===== config.mk =====
export PLATFORM = sky130hd
export DESIGN_NAME = fbs_frontend
export DESIGN_NICKNAME = d
export VERILOG_FILES = /design/src/verilog/fbs_frontend.v
export VERILOG_INCLUDE_DIRS = /design/src /design/src/verilog
export SDC_FILE = /design/constraint.sdc
export NUM_CORES = 2
export LEC_CHECK = 0
export BUFFER_PORTS_ARGS = -buffer_cell sky130_fd_sc_hd__buf_2
export CAP_MARGIN = 20
export CELL_PAD_IN_SITES_DETAIL_PLACEMENT = 1
export CELL_PAD_IN_SITES_GLOBAL_PLACEMENT = 2
export CORE_MARGIN = 2
export CORE_UTILIZATION = 46
export DETAILED_ROUTE_END_ITERATION = 8
export PLACE_DENSITY = 0.95
export SLEW_MARGIN = 10
export SYNTH_ARGS = -nofsm -noshare
export SYNTH_HDL_FRONTEND = slang
export SYNTH_SLANG_ARGS = --single-unit

===== constraint.sdc =====
create_clock -name clk -period 14.9 [get_ports clk]
set_clock_uncertainty 0.2 [all_clocks]
set_input_delay 1.49 -clock clk [delete_from_list [all_inputs] [get_ports clk]]
set_output_delay 1.49 -clock clk [all_outputs]
set_load 0.005 [all_outputs]

===== src/verilog/fbs_defs.vh =====
`ifndef FBS_DEFS_VH
`define FBS_DEFS_VH
// **********
// protocol codes
// **********
`define FBS_FC_RD_HOLD 8'h03
`define FBS_FC_RD_INP  8'h04
`define FBS_FC_WR_ONE  8'h06
`define FBS_FC_DIAG    8'h08
`define FBS_FC_WR_MUL  8'h10
`define FBS_FC_RW_MUL  8'h17
`define FBS_EXC_FLAG   8'h80
`define FBS_EXC_FUNC   8'h01
`define FBS_EXC_ADDR   8'h02
`define FBS_BCAST      8'h00
`define FBS_ADDR_MIN   16'h0001
`define FBS_ADDR_MAX   16'h00F7
`define FBS_NREG       17'h0_0010
`define FBS_NAN        32'h7FC0_0000
`define FBS_CRC_INIT   16'hFFFF
`define FBS_CRC_POLY   16'hA001
`define FBS_RTU_GAP    6'h27
// **********
// ascii framing characters
// **********
`define FBS_CH_COLON   8'h3A
`define FBS_CH_CR      8'h0D
`define FBS_CH_LF      8'h0A
`define FBS_CH_0       8'h30
`define FBS_CH_9       8'h39
`define FBS_CH_A       8'h41
`define FBS_CH_F       8'h46
// **********
// holding registers: index and reset value
// **********
`define FBS_HR_STATION 4'h0
`define FBS_HR_BAUD    4'h1
`define FBS_HR_MODE    4'h2
`define FBS_HR_FSAFE   4'h3
`define FBS_RST_STATION 16'h0001
`define FBS_RST_BAUD   16'h0003
`define FBS_RST_MODE   16'h0000
`define FBS_RST_FSAFE  16'h0000
// **********
// axi map and line rates
// **********
`define FBS_AXI_STATUS 8'h40
`define FBS_RESP_OKAY  2'b00
`define FBS_RESP_DEC   2'b11
`define FBS_BAUD_0     32'h0000_04B0
`define FBS_BAUD_1     32'h0000_0960
`define FBS_BAUD_2     32'h0000_12C0
`define FBS_BAUD_3     32'h0000_2580
`define FBS_BAUD_4     32'h0000_4B00
`define FBS_BAUD_5     32'h0000_9600
`define FBS_BAUD_6     32'h0000_E100
`define FBS_BAUD_7     32'h0001_C200
`endif


===== src/verilog/fbs_frontend.v =====
// The AXI4-Lite register port and the address map were left to the implementer.
`timescale 1ns/1ps
`default_nettype none
`include "fbs_defs.vh"
// What this block does
// [RL1] answers only as a slave at a station address settable in 1..247.
// [RL2] executes read holding, read input and diagnostics at own address.
// [RL3] executes write single and write multiple registers at own address.
// [RL4] read/write multiple writes first, then returns the read data.
// [RL5] address 0 is broadcast, acted on only for codes 06, 16 and 23.
// [RL6] line rate is one of eight selectable rates, 1200 to 115200 baud.
// [RL7] framing is ascii or rtu as configured.
// [RL8] a failed measurement reads as nan or last valid value, as selected.
// [RL9] every configuration value is readable and writable over the bus.
// [RL10] broadcasts get no reply and foreign addresses are ignored.
// [RL11] an unsupported code at own address gets an illegal-function reply.
module fbs_frontend #(
   parameter CLK_HZ = 32'h0262_5A00
) (
   input  wire        clk,
   input  wire        rst_n,
   input  wire [7:0]  s_axi_awaddr,
   input  wire        s_axi_awvalid,
   output wire        s_axi_awready,
   input  wire [31:0] s_axi_wdata,
   input  wire [3:0]  s_axi_wstrb,
   input  wire        s_axi_wvalid,
   output wire        s_axi_wready,
   output wire [1:0]  s_axi_bresp,
   output wire        s_axi_bvalid,
   input  wire        s_axi_bready,
   input  wire [7:0]  s_axi_araddr,
   input  wire        s_axi_arvalid,
   output wire        s_axi_arready,
   output wire [31:0] s_axi_rdata,
   output wire [1:0]  s_axi_rresp,
   output wire        s_axi_rvalid,
   input  wire        s_axi_rready,
   input  wire        rx_pin,
   output wire        tx_pin,
   output wire        tx_oe,
   input  wire [31:0] meas_value,
   input  wire        meas_fail
);
   localparam [2:0] S_RX = 3'h0, S_CHK = 3'h1, S_EXEC = 3'h2, S_TX = 3'h3;
   localparam [2:0] P_COL = 3'h0, P_DAT = 3'h1, P_CK1 = 3'h2, P_CK2 = 3'h3,
                    P_LF = 3'h4, P_END = 3'h5;
   // **********
   // helpers
   // **********
   function [15:0] crc_step(input [15:0] c, input [7:0] b);
      integer j;
      reg [15:0] x;
      begin
         x = c ^ {8'h00, b};
         for (j = 0; j < 8; j = j + 1)
            x = x[0] ? ((x >> 1) ^ `FBS_CRC_POLY) : (x >> 1);
         crc_step = x;
      end
   endfunction
   function [4:0] hexval(input [7:0] c);
      begin
         if (c >= `FBS_CH_0 && c <= `FBS_CH_9) hexval = {1'b1, c[3:0]};
         else if (c >= `FBS_CH_A && c <= `FBS_CH_F)
            hexval = {1'b1, c[3:0] + 4'h9};
         else hexval = 5'h00;
      end
   endfunction
   function [16:0] baud_div(input [2:0] s);
      reg [31:0] q;
      begin
         case (s)
            3'h0: q = CLK_HZ / `FBS_BAUD_0;
            3'h1: q = CLK_HZ / `FBS_BAUD_1;
            3'h2: q = CLK_HZ / `FBS_BAUD_2;
            3'h3: q = CLK_HZ / `FBS_BAUD_3;
            3'h4: q = CLK_HZ / `FBS_BAUD_4;
            3'h5: q = CLK_HZ / `FBS_BAUD_5;
            3'h6: q = CLK_HZ / `FBS_BAUD_6;
            default: q = CLK_HZ / `FBS_BAUD_7;
         endcase
         baud_div = q[16:0];
      end
   endfunction
   function cfg_ok(input [3:0] i, input [15:0] v);
      begin
         case (i)
            `FBS_HR_STATION: cfg_ok = v >= `FBS_ADDR_MIN &&
                                      v <= `FBS_ADDR_MAX; // [RL1]
            `FBS_HR_BAUD:    cfg_ok = v[15:3] == 13'h0000; // [RL6]
            `FBS_HR_MODE:    cfg_ok = v[15:1] == 15'h0000; // [RL7]
            `FBS_HR_FSAFE:   cfg_ok = v[15:1] == 15'h0000; // [RL8]
            default:         cfg_ok = 1'b1;
         endcase
      end
   endfunction
   // **********
   // state
   // **********
   reg  [15:0] hreg_r [0:15];
   reg  [7:0]  fbuf_r [0:31];
   reg  [2:0]  st_r, ph_r, baud_r;
   reg         asc_r, rx_s1_r, rx_s2_r, rx_s3_r, rx_lvl_r, rx_busy_r;
   reg         rx_stb_r, asc_on_r, asc_hi_r, ovf_r, nib_r, tx_busy_r;
   reg  [16:0] rx_cnt_r, gap_cnt_r, tx_cnt_r;
   reg  [3:0]  rx_bit_r, asc_nib_r, tx_bit_r, rst_r, wst_r;
   reg  [7:0]  rx_sh_r, rx_byte_r, lrc_r, fc_r, exc_r, tsum_r;
   reg  [5:0]  gap_r, flen_r, tx_i_r, db_r, rlen_r;
   reg  [15:0] crc_r, tcrc_r, frm_cnt_r;
   reg  [4:0]  rcnt_r, wcnt_r, widx_r;
   reg         bc_r, oe_r;
   reg  [9:0]  tx_sh_r;
   reg  [31:0] last_r, rep_r;
   wire [16:0] div = baud_div(baud_r);
   wire [4:0]  hx = hexval(rx_stb_r ? rx_byte_r : 8'h00);
   // **********
   // axi4-lite slave
   // **********
   reg         awrdy_r, wrdy_r, aw_full_r, w_full_r, bvalid_r, arrdy_r;
   reg         rvalid_r;
   reg  [7:0]  aw_a_r;
   reg  [31:0] w_d_r, rdata_r;
   reg  [3:0]  w_s_r;
   reg  [1:0]  bresp_r, rresp_r;
   wire        wr_go = aw_full_r && w_full_r && !bvalid_r;
   wire        aw_hit = aw_a_r[7:6] == 2'b00;
   wire [3:0]  aw_idx = aw_a_r[5:2];
   wire [15:0] aw_val = {w_s_r[1] ? w_d_r[15:8] : hreg_r[aw_idx][15:8],
                         w_s_r[0] ? w_d_r[7:0] : hreg_r[aw_idx][7:0]};
   wire        axi_we = wr_go && aw_hit && cfg_ok(aw_idx, aw_val); // [RL9]
   always @(posedge clk or negedge rst_n) begin
      if (!rst_n) begin
         awrdy_r <= 1'b1; wrdy_r <= 1'b1; aw_full_r <= 1'b0;
         w_full_r <= 1'b0; bvalid_r <= 1'b0; bresp_r <= `FBS_RESP_OKAY;
         arrdy_r <= 1'b1; rvalid_r <= 1'b0; rresp_r <= `FBS_RESP_OKAY;
         rdata_r <= 32'h0000_0000; aw_a_r <= 8'h00; w_d_r <= 32'h0000_0000;
         w_s_r <= 4'h0;
      end else begin
         if (s_axi_awvalid && awrdy_r) begin
            aw_full_r <= 1'b1; awrdy_r <= 1'b0; aw_a_r <= s_axi_awaddr;
         end
         if (s_axi_wvalid && wrdy_r) begin
            w_full_r <= 1'b1; wrdy_r <= 1'b0;
            w_d_r <= s_axi_wdata; w_s_r <= s_axi_wstrb;
         end
         if (wr_go) begin
            bvalid_r <= 1'b1; aw_full_r <= 1'b0; w_full_r <= 1'b0;
            bresp_r <= (aw_hit || aw_a_r == `FBS_AXI_STATUS) ?
                       `FBS_RESP_OKAY : `FBS_RESP_DEC;
         end
         if (bvalid_r && s_axi_bready) begin
            bvalid_r <= 1'b0; awrdy_r <= 1'b1; wrdy_r <= 1'b1;
         end
         if (s_axi_arvalid && arrdy_r) begin
            arrdy_r <= 1'b0; rvalid_r <= 1'b1;
            rresp_r <= `FBS_RESP_OKAY;
            if (s_axi_araddr[7:6] == 2'b00)
               rdata_r <= {16'h0000, hreg_r[s_axi_araddr[5:2]]}; // [RL9]
            else if (s_axi_araddr == `FBS_AXI_STATUS)
               rdata_r <= {frm_cnt_r, 11'h000, meas_fail, oe_r, st_r};
            else begin
               rdata_r <= 32'h0000_0000; rresp_r <= `FBS_RESP_DEC;
            end
         end
         if (rvalid_r && s_axi_rready) begin
            rvalid_r <= 1'b0; arrdy_r <= 1'b1;
         end
      end
   end
   // **********
   // holding registers: axi writes win over the bus engine
   // **********
   wire [5:0]  wpos = db_r + {widx_r, 1'b0};
   wire [3:0]  mb_wa = wst_r + widx_r[3:0];
   wire [15:0] mb_wd = {fbuf_r[wpos[4:0]], fbuf_r[wpos[4:0] + 5'h01]};
   wire        mb_we = st_r == S_EXEC && widx_r != wcnt_r && !axi_we;
   integer k;
   always @(posedge clk or negedge rst_n) begin
      if (!rst_n) begin
         for (k = 0; k < 16; k = k + 1) hreg_r[k] <= 16'h0000;
         hreg_r[`FBS_HR_STATION] <= `FBS_RST_STATION;
         hreg_r[`FBS_HR_BAUD] <= `FBS_RST_BAUD;
         hreg_r[`FBS_HR_MODE] <= `FBS_RST_MODE;
         hreg_r[`FBS_HR_FSAFE] <= `FBS_RST_FSAFE;
      end else if (axi_we) hreg_r[aw_idx] <= aw_val;
      else if (mb_we && cfg_ok(mb_wa, mb_wd)) hreg_r[mb_wa] <= mb_wd; // [RL9]
   end
   // **********
   // frame check decode
   // **********
   wire [7:0]  fc = fbuf_r[1];
   wire [5:0]  plen = asc_r ? flen_r - 6'h01 : flen_r - 6'h02;
   wire        good = !ovf_r && (asc_r ? (lrc_r == 8'h00 && flen_r > 6'h02)
                                       : (crc_r == 16'h0000 && flen_r > 6'h03));
   wire        mine = fbuf_r[0] == hreg_r[`FBS_HR_STATION][7:0]; // [RL1]
   wire        bc = fbuf_r[0] == `FBS_BCAST; // [RL5]
   wire        is_rd = fc == `FBS_FC_RD_HOLD || fc == `FBS_FC_RD_INP ||
                       fc == `FBS_FC_RW_MUL;
   wire        is_wr = fc == `FBS_FC_WR_ONE || fc == `FBS_FC_WR_MUL ||
                       fc == `FBS_FC_RW_MUL;
   wire        sup = is_rd || is_wr || fc == `FBS_FC_DIAG; // [RL2] [RL3]
   wire [15:0] rs = {fbuf_r[2], fbuf_r[3]};
   wire [15:0] rq = {fbuf_r[4], fbuf_r[5]};
   wire [15:0] ws = fc == `FBS_FC_RW_MUL ? {fbuf_r[6], fbuf_r[7]} : rs;
   wire [15:0] wq = fc == `FBS_FC_RW_MUL ? {fbuf_r[8], fbuf_r[9]} :
                    fc == `FBS_FC_WR_ONE ? 16'h0001 : rq;
   wire [5:0]  db = fc == `FBS_FC_RW_MUL ? 6'h0B :
                    fc == `FBS_FC_WR_ONE ? 6'h04 : 6'h07;
   wire        rd_bad = is_rd && (rq == 16'h0000 ||
                        {1'b0, rs} + {1'b0, rq} > `FBS_NREG);
   wire        wr_bad = is_wr && (wq == 16'h0000 ||
                        {1'b0, ws} + {1'b0, wq} > `FBS_NREG ||
                        {11'h000, db} + {wq, 1'b0} > {11'h000, plen});
   // **********
   // reply byte stream
   // **********
   wire [5:0]  ko = tx_i_r - 6'h03;
   wire [3:0]  ridx = rst_r + ko[4:1];
   wire [15:0] rv = fc_r != `FBS_FC_RD_INP ? hreg_r[ridx] :
                    ridx == 4'h0 ? rep_r[31:16] :
                    ridx == 4'h1 ? rep_r[15:0] : 16'h0000;
   reg  [7:0]  rb, tch;
   always @* begin
      if (tx_i_r == 6'h00) rb = fbuf_r[0];
      else if (tx_i_r == 6'h01) rb = exc_r != 8'h00 ? fc_r | `FBS_EXC_FLAG
                                                    : fc_r;
      else if (exc_r != 8'h00) rb = exc_r; // [RL11]
      else if (fc_r == `FBS_FC_WR_ONE || fc_r == `FBS_FC_WR_MUL ||
               fc_r == `FBS_FC_DIAG) rb = fbuf_r[tx_i_r[4:0]]; // [RL3]
      else if (tx_i_r == 6'h02) rb = {2'b00, rcnt_r, 1'b0};
      else rb = ko[0] ? rv[7:0] : rv[15:8]; // [RL2] [RL4]
   end
   wire [7:0]  ckb = ph_r == P_DAT ? rb : asc_r ? 8'h00 - tsum_r :
                     ph_r == P_CK1 ? tcrc_r[7:0] : tcrc_r[15:8];
   wire [3:0]  nb = nib_r ? ckb[3:0] : ckb[7:4];
   always @* begin
      if (ph_r == P_COL) tch = `FBS_CH_COLON;
      else if (asc_r && ph_r == P_CK2) tch = `FBS_CH_CR;
      else if (ph_r == P_LF) tch = `FBS_CH_LF;
      else if (asc_r) tch = nb < 4'hA ? `FBS_CH_0 + {4'h0, nb}
                                     : `FBS_CH_A - 8'h0A + {4'h0, nb};
      else tch = ckb;
   end
   wire tx_go = st_r == S_TX && !tx_busy_r && ph_r != P_END;
   // **********
   // line: synchroniser, receiver, transmitter
   // **********
   always @(posedge clk or negedge rst_n) begin
      if (!rst_n) begin
         rx_s1_r <= 1'b1; rx_s2_r <= 1'b1; rx_s3_r <= 1'b1; rx_lvl_r <= 1'b1;
         rx_busy_r <= 1'b0; rx_stb_r <= 1'b0; rx_cnt_r <= 17'h0_0000;
         rx_bit_r <= 4'h0; rx_sh_r <= 8'h00; rx_byte_r <= 8'h00;
         gap_cnt_r <= 17'h0_0000; gap_r <= 6'h00;
         tx_busy_r <= 1'b0; tx_cnt_r <= 17'h0_0000; tx_bit_r <= 4'h0;
         tx_sh_r <= 10'h3FF;
      end else begin
         rx_s1_r <= rx_pin; rx_s2_r <= rx_s1_r; rx_s3_r <= rx_s2_r;
         if (rx_s2_r == rx_s3_r) rx_lvl_r <= rx_s3_r;
         rx_stb_r <= 1'b0;
         if (!rx_busy_r) begin
            rx_cnt_r <= {1'b0, div[16:1]};
            rx_bit_r <= 4'h0;
            if (!rx_lvl_r) rx_busy_r <= 1'b1;
         end else if (rx_cnt_r != 17'h0_0000) rx_cnt_r <= rx_cnt_r - 17'h0_0001;
         else begin
            rx_cnt_r <= div - 17'h0_0001; // [RL6]
            rx_bit_r <= rx_bit_r + 4'h1;
            if (rx_bit_r == 4'h0 && rx_lvl_r) rx_busy_r <= 1'b0;
            else if (rx_bit_r == 4'h9) begin
               rx_busy_r <= 1'b0; rx_stb_r <= rx_lvl_r; rx_byte_r <= rx_sh_r;
            end else if (rx_bit_r != 4'h0) rx_sh_r <= {rx_lvl_r, rx_sh_r[7:1]};
         end
         if (rx_busy_r) begin
            gap_cnt_r <= 17'h0_0000; gap_r <= 6'h00;
         end else if (gap_cnt_r == div - 17'h0_0001) begin
            gap_cnt_r <= 17'h0_0000;
            if (gap_r != `FBS_RTU_GAP) gap_r <= gap_r + 6'h01;
         end else gap_cnt_r <= gap_cnt_r + 17'h0_0001;
         if (tx_go) begin
            tx_busy_r <= 1'b1; tx_sh_r <= {1'b1, tch, 1'b0};
            tx_bit_r <= 4'hA; tx_cnt_r <= div - 17'h0_0001;
         end else if (tx_busy_r) begin
            if (tx_cnt_r != 17'h0_0000) tx_cnt_r <= tx_cnt_r - 17'h0_0001;
            else begin
               tx_cnt_r <= div - 17'h0_0001;
               tx_sh_r <= {1'b1, tx_sh_r[9:1]};
               tx_bit_r <= tx_bit_r - 4'h1;
               if (tx_bit_r == 4'h1) tx_busy_r <= 1'b0;
            end
         end
      end
   end
   // **********
   // frame engine
   // **********
   wire idle = flen_r == 6'h00 && !asc_on_r && !rx_busy_r;
   always @(posedge clk or negedge rst_n) begin
      if (!rst_n) begin
         st_r <= S_RX; ph_r <= P_COL; baud_r <= 3'h3; asc_r <= 1'b0;
         flen_r <= 6'h00; crc_r <= `FBS_CRC_INIT; lrc_r <= 8'h00;
         asc_on_r <= 1'b0; asc_hi_r <= 1'b0; asc_nib_r <= 4'h0; ovf_r <= 1'b0;
         fc_r <= 8'h00; exc_r <= 8'h00; bc_r <= 1'b0; rst_r <= 4'h0;
         wst_r <= 4'h0; rcnt_r <= 5'h00; wcnt_r <= 5'h00; widx_r <= 5'h00;
         db_r <= 6'h00; rlen_r <= 6'h00; tx_i_r <= 6'h00; nib_r <= 1'b0;
         tsum_r <= 8'h00; tcrc_r <= `FBS_CRC_INIT; oe_r <= 1'b0;
         frm_cnt_r <= 16'h0000; last_r <= `FBS_NAN; rep_r <= `FBS_NAN;
      end else begin
         if (!meas_fail) last_r <= meas_value;
         rep_r <= !meas_fail ? meas_value :
                  hreg_r[`FBS_HR_FSAFE][0] ? last_r : `FBS_NAN; // [RL8]
         case (st_r)
            S_RX: begin
               if (idle) begin
                  baud_r <= hreg_r[`FBS_HR_BAUD][2:0]; // [RL6]
                  asc_r <= hreg_r[`FBS_HR_MODE][0]; // [RL7]
               end
               if (rx_stb_r && asc_r) begin // [RL7]
                  if (rx_byte_r == `FBS_CH_COLON) begin
                     asc_on_r <= 1'b1; asc_hi_r <= 1'b0; flen_r <= 6'h00;
                     lrc_r <= 8'h00; ovf_r <= 1'b0;
                  end else if (rx_byte_r == `FBS_CH_LF && asc_on_r) begin
                     asc_on_r <= 1'b0; st_r <= S_CHK;
                  end else if (hx[4] && asc_on_r) begin
                     asc_hi_r <= !asc_hi_r; asc_nib_r <= hx[3:0];
                     if (asc_hi_r && flen_r[5]) ovf_r <= 1'b1;
                     else if (asc_hi_r) begin
                        fbuf_r[flen_r[4:0]] <= {asc_nib_r, hx[3:0]};
                        flen_r <= flen_r + 6'h01;
                        lrc_r <= lrc_r + {asc_nib_r, hx[3:0]};
                     end
                  end
               end else if (rx_stb_r) begin
                  if (flen_r[5]) ovf_r <= 1'b1;
                  else begin
                     fbuf_r[flen_r[4:0]] <= rx_byte_r;
                     flen_r <= flen_r + 6'h01;
                     crc_r <= crc_step(crc_r, rx_byte_r);
                  end
               end else if (!asc_r && gap_r == `FBS_RTU_GAP &&
                            flen_r != 6'h00) st_r <= S_CHK; // [RL7]
            end
            S_CHK: begin
               flen_r <= 6'h00; crc_r <= `FBS_CRC_INIT; ovf_r <= 1'b0;
               fc_r <= fc; bc_r <= bc; rst_r <= rs[3:0]; wst_r <= ws[3:0];
               rcnt_r <= is_rd ? rq[4:0] : 5'h00; widx_r <= 5'h00;
               wcnt_r <= is_wr ? wq[4:0] : 5'h00; db_r <= db;
               exc_r <= !sup ? `FBS_EXC_FUNC : (rd_bad || wr_bad) ?
                        `FBS_EXC_ADDR : 8'h00; // [RL11]
               rlen_r <= (!sup || rd_bad || wr_bad) ? 6'h03 :
                         is_rd ? 6'h03 + {rq[4:0], 1'b0} : 6'h06;
               ph_r <= asc_r ? P_COL : P_DAT; tx_i_r <= 6'h00; nib_r <= 1'b0;
               tsum_r <= 8'h00; tcrc_r <= `FBS_CRC_INIT;
               if (!good || !(mine || bc)) st_r <= S_RX; // [RL10]
               else if (bc && (!is_wr || fc == `FBS_FC_RW_MUL && rd_bad ||
                               wr_bad)) st_r <= S_RX; // [RL5]
               else begin
                  frm_cnt_r <= frm_cnt_r + 16'h0001;
                  st_r <= (sup && !rd_bad && !wr_bad) ? S_EXEC : S_TX;
               end
            end
            S_EXEC: begin
               if (widx_r == wcnt_r) begin
                  st_r <= bc_r ? S_RX : S_TX; // [RL10] [RL4]
                  ph_r <= asc_r ? P_COL : P_DAT;
               end else if (mb_we) widx_r <= widx_r + 5'h01; // [RL3]
            end
            S_TX: begin
               oe_r <= 1'b1;
               if (tx_go) begin
                  if (asc_r && (ph_r == P_DAT || ph_r == P_CK1) && !nib_r)
                     nib_r <= 1'b1;
                  else begin
                     nib_r <= 1'b0;
                     if (ph_r == P_DAT) begin
                        tsum_r <= tsum_r + rb;
                        tcrc_r <= crc_step(tcrc_r, rb);
                        tx_i_r <= tx_i_r + 6'h01;
                        if (tx_i_r == rlen_r - 6'h01) ph_r <= P_CK1;
                     end else if (ph_r == P_CK2) ph_r <= asc_r ? P_LF : P_END;
                     else if (ph_r == P_LF) ph_r <= P_END;
                     else ph_r <= ph_r + 3'h1;
                  end
               end else if (ph_r == P_END && !tx_busy_r) begin
                  oe_r <= 1'b0; st_r <= S_RX;
               end
            end
            default: st_r <= S_RX;
         endcase
      end
   end
   assign s_axi_awready = awrdy_r;
   assign s_axi_wready  = wrdy_r;
   assign s_axi_bresp   = bresp_r;
   assign s_axi_bvalid  = bvalid_r;
   assign s_axi_arready = arrdy_r;
   assign s_axi_rdata   = rdata_r;
   assign s_axi_rresp   = rresp_r;
   assign s_axi_rvalid  = rvalid_r;
   assign tx_pin        = tx_sh_r[0];
   assign tx_oe         = oe_r;
endmodule // fbs_frontend
`default_nettype wire

After elaboration in Yosys (flattened, before gate mapping):

Memory sizes are Yosys's and may differ from the RTL's.
Cells that the tools add are included.

* eq/ne operators: 76
* magnitude comparators: 20
* bitwise operators: 30
* reductions and logical operators: 142
* multiplexer cells: 214
* $add $sub $neg: 30

Operators by type and width (count)
* 16-bit 2-to-1 mux: 36
* 256-bit bitwise mux: 2
* 256-bit 2-to-1 mux: 2
* 8-bit 2-to-1 mux: 26
* 16-bit binary-select mux with 4-bit select: 3
* 16-bit demux with 4-bit select: 2
* 32-bit 2-to-1 mux: 4
* 17-bit 2-to-1 mux: 7
* 16-bit one-hot mux with 7 select lines: 1
* 6-bit 2-to-1 mux: 17
* 16-bit one-hot mux with 2 select lines: 2
* 1-bit 2-to-1 mux: 61
* 17-bit by 1-bit subtractor with 17-bit output (second input constant): 3
* 16-bit zero test: 3
* 2-bit NOT with 3-bit output: 16
* 3-bit 2-to-1 mux: 15
* 1-bit logical AND: 44
* 16-bit by 16-bit adder with 17-bit output: 2
* 17-bit by 5-bit greater-than comparator with 1-bit output (second input constant): 2
* 17-bit nonzero test: 2
* 16-bit by 1-bit greater-or-equal comparator with 1-bit output (second input constant): 2
* 16-bit by 8-bit <= comparator with 1-bit output (second input constant): 2
* 2-bit nonzero test: 16
* 16-bit by 8-bit bitwise XOR with 16-bit output: 2
* other kinds (90): 240

* register bits after elaboration: 632
* memory bits (writable): 256
* input bits: 93
* output and inout bits: 43
* memories kept: 1
* logic and storage cells: 588

Memory list
* fbuf_r: words 32, width 8, rd ports 13, clocked after memory_dff 0, write ports 1, line fbs_frontend.v:101 `reg [7:0] fbuf_r [0:31];`

Logic depth before layout (Yosys ltp):

* depth in word-level cells: 34
* gate-level depth with buffers: 29
* depth with buffers taken out: 25

Least setup slack after synthesis:

No wires, ideal clock.

* path type: register -> register
* start: register tx_i_r[0]
* end: register tsum_r[7]
* path buffers: 6
* data arrival time: 6686 ps
* library setup time: 95 ps
* period minus slack after synthesis: 6981 ps
* cell stages (with the launch flop): 29
* required time: 14605 ps
* setup slack: 7919 ps
* cell sequence: dfrtp_1 buf_2 buf_2 buf_1 clkinv_1 ha_1 ha_1 buf_2 buf_1 buf_2 mux4_2 nand2_1 mux2i_1 a2111oi_0 nor4b_1 o22ai_1 inv_1 ha_1 a21o_1 a21oi_1 o21bai_1 a21oi_1 o21bai_1 a21oi_1 xnor2_1 nand2_1 o21ai_0 nand2_1 o31ai_1

* longest elaborated chain between the ends: 18
* elaborated cells on any way between the ends: 26
* classes of those cells: add/sub (3); eq/ne (3); mux (16); bitwise (1); reduce/logical (2); memory (1)

Ends and longest elaborated chain
* from (decl): line fbs_frontend.v:108 `reg [5:0] gap_r, flen_r, tx_i_r, db_r, rlen_r;`
* from (signal assigned): line fbs_frontend.v:377 `tx_i_r <= tx_i_r + 6'h01;`
* 5-bit by 2-bit subtractor with 5-bit output: line fbs_frontend.v:217 `wire [5:0] ko = tx_i_r - 6'h03;`
* 4-bit adder: line fbs_frontend.v:218 `wire [3:0] ridx = rst_r + ko[4:1];`
* 4-bit NOT with 5-bit output (implied by the code): line fbs_frontend.v:219 `` wire [15:0] rv = fc_r != `FBS_FC_RD_INP ? hreg_r[ridx] : ``
* 16-bit binary-select mux with 4-bit select: line fbs_frontend.v:219
* 16-bit 2-to-1 mux (implied by the code) (2 in a row): line fbs_frontend.v:219
* 16-bit 2-to-1 mux: line fbs_frontend.v:219
* 8-bit 2-to-1 mux: line fbs_frontend.v:231 `else rb = ko[0] ? rv[7:0] : rv[15:8];`
* 8-bit 2-to-1 mux: line fbs_frontend.v:230 `else if (tx_i_r == 6'h02) rb = {2'b00, rcnt_r, 1'b0};`
* 8-bit 2-to-1 mux: line fbs_frontend.v:228 `` else if (fc_r == `FBS_FC_WR_ONE || fc_r == `FBS_FC_WR_MUL || ``
* 8-bit 2-to-1 mux: line fbs_frontend.v:227 `else if (exc_r != 8'h00) rb = exc_r;`
* 8-bit 2-to-1 mux: line fbs_frontend.v:225 `` else if (tx_i_r == 6'h01) rb = exc_r != 8'h00 ? fc_r | `FBS_EXC_FLAG ``
* 8-bit 2-to-1 mux *: line fbs_frontend.v:224 `if (tx_i_r == 6'h00) rb = fbuf_r[0];`
* 8-bit adder *: line fbs_frontend.v:375 `tsum_r <= tsum_r + rb;`
* 8-bit 2-to-1 mux *: line fbs_frontend.v:374 `if (ph_r == P_DAT) begin`
* 8-bit 2-to-1 mux *: line fbs_frontend.v:370 `if (asc_r && (ph_r == P_DAT || ph_r == P_CK1) && !nib_r)`
* 8-bit 2-to-1 mux *: line fbs_frontend.v:369 `if (tx_go) begin`
* 8-bit one-hot mux with 2 select lines *: line fbs_frontend.v:311 `case (st_r)`
* to (signal assigned): line fbs_frontend.v:375
* to (decl): line fbs_frontend.v:107 `reg [7:0] rx_sh_r, rx_byte_r, lrc_r, fc_r, exc_r, tsum_r;`

Mark *: on every way between the ends. The rest lies on a longest branch, timed or not. The select of a mux whose other input is x is not followed.
A chain may end at the register's enable or synchronous reset.

Final worst setup path:

* start: register db_r[1]
* end: register hreg_r[159] (netlist bit)

* longest elaborated chain between the ends: 9
* elaborated cells on any way between the ends: 15
* classes of those cells: add/sub (2); order compare (2); mux (5); reduce/logical (5); memory (1)

Ends and longest elaborated chain
* from (decl): line fbs_frontend.v:108
* from (signal assigned): line fbs_frontend.v:304 `db_r <= 6'h00; rlen_r <= 6'h00; tx_i_r <= 6'h00; nib_r <= 1'b0;`
* from (signal assigned): line fbs_frontend.v:346 `wcnt_r <= is_wr ? wq[4:0] : 5'h00; db_r <= db;`
* 4-bit by 5-bit adder with 5-bit output *: line fbs_frontend.v:173 `wire [5:0] wpos = db_r + {widx_r, 1'b0};`
* 5-bit by 1-bit adder with 5-bit output: line fbs_frontend.v:175 `wire [15:0] mb_wd = {fbuf_r[wpos[4:0]], fbuf_r[wpos[4:0] + 5'h01]};`
* memory 32 x 8 bit *
* 16-bit by 1-bit greater-or-equal comparator with 1-bit output (no source line) or 16-bit by 8-bit <= comparator with 1-bit output (tied branches)
* 1-bit logical AND (no source line)
* 1-bit one-hot mux with 3 select lines: line fbs_frontend.v:87 `case (i)`
* 1-bit 2-to-1 mux: line fbs_frontend.v:185 `end else if (axi_we) hreg_r[aw_idx] <= aw_val;`
* 1-bit logical AND: line fbs_frontend.v:186 `else if (mb_we && cfg_ok(mb_wa, mb_wd)) hreg_r[mb_wa] <= mb_wd;`
* 2-bit nonzero test (no source line)
* to (signal, indexed assignment): line fbs_frontend.v:184 `` hreg_r[`FBS_HR_FSAFE] <= `FBS_RST_FSAFE; ``
* to (signal, indexed assignment): line fbs_frontend.v:185
* to (signal, indexed assignment): line fbs_frontend.v:186
* to (decl): line fbs_frontend.v:100 `reg [15:0] hreg_r [0:15];`

Marked as above.

==> flow_summary.ini <==
[status]
status = finished, final reports clean

[finish]
finalInstanceArea_sq_um = 58900
register_area_sq_um = 23300
multiInputGateArea_sq_um = 28100
fillers = 11700
nets = 4722
area_delta_synth_final_pct = 11.0
drive_gt1_share_pct = 22.9

[logic_synthesis]
post_synth_fa_ha_maj_area_fraction_pct = 2.74
syn_area_per_cell_sq_um = 11.8
muxShareOfSynthArea_pct = 22.5
synthXorXnorAreaFrac_pct = 3.36
synth-edff-count = 256
synth_cells = 4512
synth_warnings = 0
synth_compound_area_share_pct = 13.4
synth_area_sq_um = 53000
synthDistinctLibCells = 95
ys.flop_type = dfrtp_1
synth_area_leaders = dfrtp_1 26%, mux4_2 17%, edfxtp_1 14%
yosys.area_share.simple_pct = 10.6
yosys.area.top_type = dfrtp_1
yosysSeqAreaShare_pct = 44.0
synth_top_family_by_area = multiplexers
netlist.area_leader.share_pct = 25.9
syn_nets = 4714
synthArstFlopShare_pct = 70.8
ys_ff_latch = 877

[job]
maxCapViolCount = 0

[place]
gp_congestion = 0.945
pre_cts_slack_ns = 6.45
port-buffer-count = 117
place_area_sq_um = 55200
hpwl_um = 126000

[hold_path]
hp-class = reg2reg
min_path_cells = 0
holdPathEnd = rx_s2_r$_DFF_PN1_
min_from = rx_s1_r$_DFF_PN1_

[cts]
h-tree-depth = 3
post-cts-setup-buffers = 0
clockBufferDepth = 3
clkTransAtPathRegs_ns = 0.06
cts_hold_buf = 0
root_buffer = clkbuf_16
cts_tree = yes
ctsResizeCount = 0
cts-buffers-inserted = 97
clock-sinks = 877
clk_latency_ns = 0.72

[detailed_routing]
viasPerCell = 7.07
vias = 43200
drc_errors = 0
wirelength_um = 194000
drtPass1Iterations = 8
drtIter0Drc = 5291
wl_per_cell_um = 31.7
ant_nets = 0

[critical_path]
crit_chain = buf_4 > ha_1 > inv_1 > fa_2 > buf_4 > nor3b_1 > xnor2_1 > buf_4 > mux2i_1 > mux2i_1 > buf_4 > and2_1 > nand4_1 > a2111oi_0 > o211ai_1 > a21oi_1 > or2_2 > buf_4 > a21bo_1 > a22o_1
endpoint_kind = register
cp_slowest_cell = xnor2_1
crit_top_cell = buf_4
r2r_start = db_r[1]$_DFFE_PN0P_
cp.arrival_ns = 9.24
crit_required_ns = 15.28
worst_path_largest_cell_delay_ns = 0.96
rr_endpoint = hreg_r[159]$_DFFE_PN0P_
start_kind = register
worstPathMaxFanout = 67
rrSetupSlack_ns = 6.05
critPathKind = reg2reg
reg2reg_depth = 20

[power]
powerDensity_nw_per_um2 = 102
p_leak_nw = 23.4
switchingPower_w = 0.00170
comb_power_share_pct = 11.6
p_int_w = 0.00431
peakVddDrop_mv = 0.114
switching_share_pct = 28.2
pwr-share-clk_pct = 42.7
p_seq_share_pct = 45.6

[sta]
timing.hold.ws_ns = 0.159
setup_viol = 0
slew_headroom_pct = 14.5
rsz0062_at_grt = no
setup_ws_ns = 6.05
fin_crit_sh_pct = 59.4
maxSlewViolCount = 0
hold_violations = 0
tightest_slew_ns = 1.28
period_needed_ns = 8.85
tns_ns = 0
max_freq_mhz = 113

[global_route]
grt_pass1_wl_um = 290000
grt_overflow = 0
first_global_vias = 44800
grt_max_degree = 160
antenna_found_initial = 8
track_usage_pct = 32.5

[die]
ios = 136
initial_core_util_pct = 46.4
num_rows = 124
die_area_sq_um = 118000
chipWidth_um = 344
die_h_um = 344
core_area_sq_um = 114000
-- sequential cells by signal, summed over array words and instances (netlist names), 8 cells and up --
register and flops:
aw_a_r 8, crc_r 16, fbuf_r 256, fc_r 8, frm_cnt_r 16, gap_cnt_r 17
hreg_r 256, last_r 32, lrc_r 8, rep_r 32, rx_byte_r 8, rx_cnt_r 17
rx_sh_r 8, s_axi_rdata 32, tcrc_r 16, tsum_r 8, tx_cnt_r 17, tx_sh_r 9
w_d_r 16
-- cells in the final DEF, fill, tap and decap left out, types with 71 or more instances in the layout --
cell and instances:
nand2_1 446, nand3_1 77, mux4_2 408, buf_2 117
clkbuf_16 98, mux2_2 97, o22ai_1 159, buf_4 117
xnor2_1 104, and2_1 85, o21ai_0 155, xor2_1 83
a22o_1 95, nor2_1 210, ha_1 99, a21oi_1 158
inv_1 117, mux2i_1 165, a21o_1 98, edfxtp_1 256
dfrtp_1 545, dfstp_2 71
-- power by group through the flow --
stage	logic, W	registers (W)	clock network (W)
4_1_cts	0.000661	0.00273	0.00259
6_report	0.000698	0.00274	0.00257
3_5_place_dp	0.000653	0.00278	0
5_1_grt	0.000722	0.00275	0.00267
2_1_floorplan	0.000483	0.00266	0
3_3_place_gp	0.000635	0.00276	0
-- worst max path at each step --
| stage | startpoint | to | slack [ns] | cells after the start |
|---|---|---|---|---|
| 3_3_place_gp | db_r[1]$_DFFE_PN0P_ | hreg_r[154]$_DFFE_PN0P_ | 6.68 | 19 |
| 2_1_floorplan | tx_i_r[0]$_DFFE_PN0P_ | tsum_r[7]$_DFFE_PN0P_ | 7.92 | 28 |
| 6_report | db_r[1]$_DFFE_PN0P_ | hreg_r[159]$_DFFE_PN0P_ | 6.05 | 20 |
| 3_5_place_dp | db_r[1]$_DFFE_PN0P_ | hreg_r[159]$_DFFE_PN0P_ | 6.45 | 19 |
| 4_1_cts | db_r[1]$_DFFE_PN0P_ | hreg_r[159]$_DFFE_PN0P_ | 6.34 | 19 |
| 5_1_grt | db_r[1]$_DFFE_PN0P_ | hreg_r[155]$_DFFE_PN0P_ | 5.90 | 19 |
-- stage by stage --
| step | cells | utilization, % | power [W] |
|---|---|---|---|
| after CTS | 6090 | 51.2 | 0.00598 |
| after global routing | 6117 | 51.5 | 0.00614 |
| after floorplan | 4512 | - | 0.00315 |
| after detailed placement | 5908 | 48.3 | 0.00343 |
| final | 6117 | 51.5 | 0.00601 |
| after global placement | 5905 | 48.2 | 0.00340 |
-- area by class of cell --
class                   instances  area share, %
diodes                          2        0.00850
well taps                    1512           3.21
multi-input cells            3169           47.7
repair buffers                254           3.03
clock buffers                 132           4.64
inverters                     121          0.771
flip-flops and latches        877           39.6
clock inverters                50           1.02
-- cells by family after synthesis --
family	after synthesis
buf+inv	466
fa+ha+maj	112
xor+xnor	197
compound gates	1025
mux	671
flops	877
simple gates	1164
-- cells in the mapped netlist, types with 33 or more instances --
cell	count
dfrtp_1	550
nand2_1	446
mux4_2	408
edfxtp_1	256
clkbuf_1	255
nor2_1	213
mux2i_1	166
a21oi_1	162
o22ai_1	159
o21ai_0	155
inv_1	117
xnor2_1	107
ha_1	101
a21o_1	98
mux2_2	97
a22o_1	95
xor2_1	86
and2_1	84
nand3_1	77
dfstp_2	71
nor3_1	68
o221ai_1	66
a22oi_1	62
buf_1	60
nor4_1	39
and3_1	35
nand2b_1	33
nand4_1	33
-- worst max-delay path, delay by kind of cell (launching register included) --
kind / cells / cell delay [ns]
buf+inv: 6 / 2.81
xor+xnor: 1 / 0.96
simple gates: 4 / 0.77
compound gates: 5 / 2.38
flops: 1 / 0.33
mux: 2 / 0.33
fa+ha+maj: 2 / 0.79
-- routing by layer --
layer / routed length (um) / global-route usage [%]
met5: 137 / 0.280
met4: 12400 / 17.8
met3: 23200 / 10.2
met2: 87600 / 49.9
met1: 70600 / 40.9
Power figures use the tool's default switching activity.
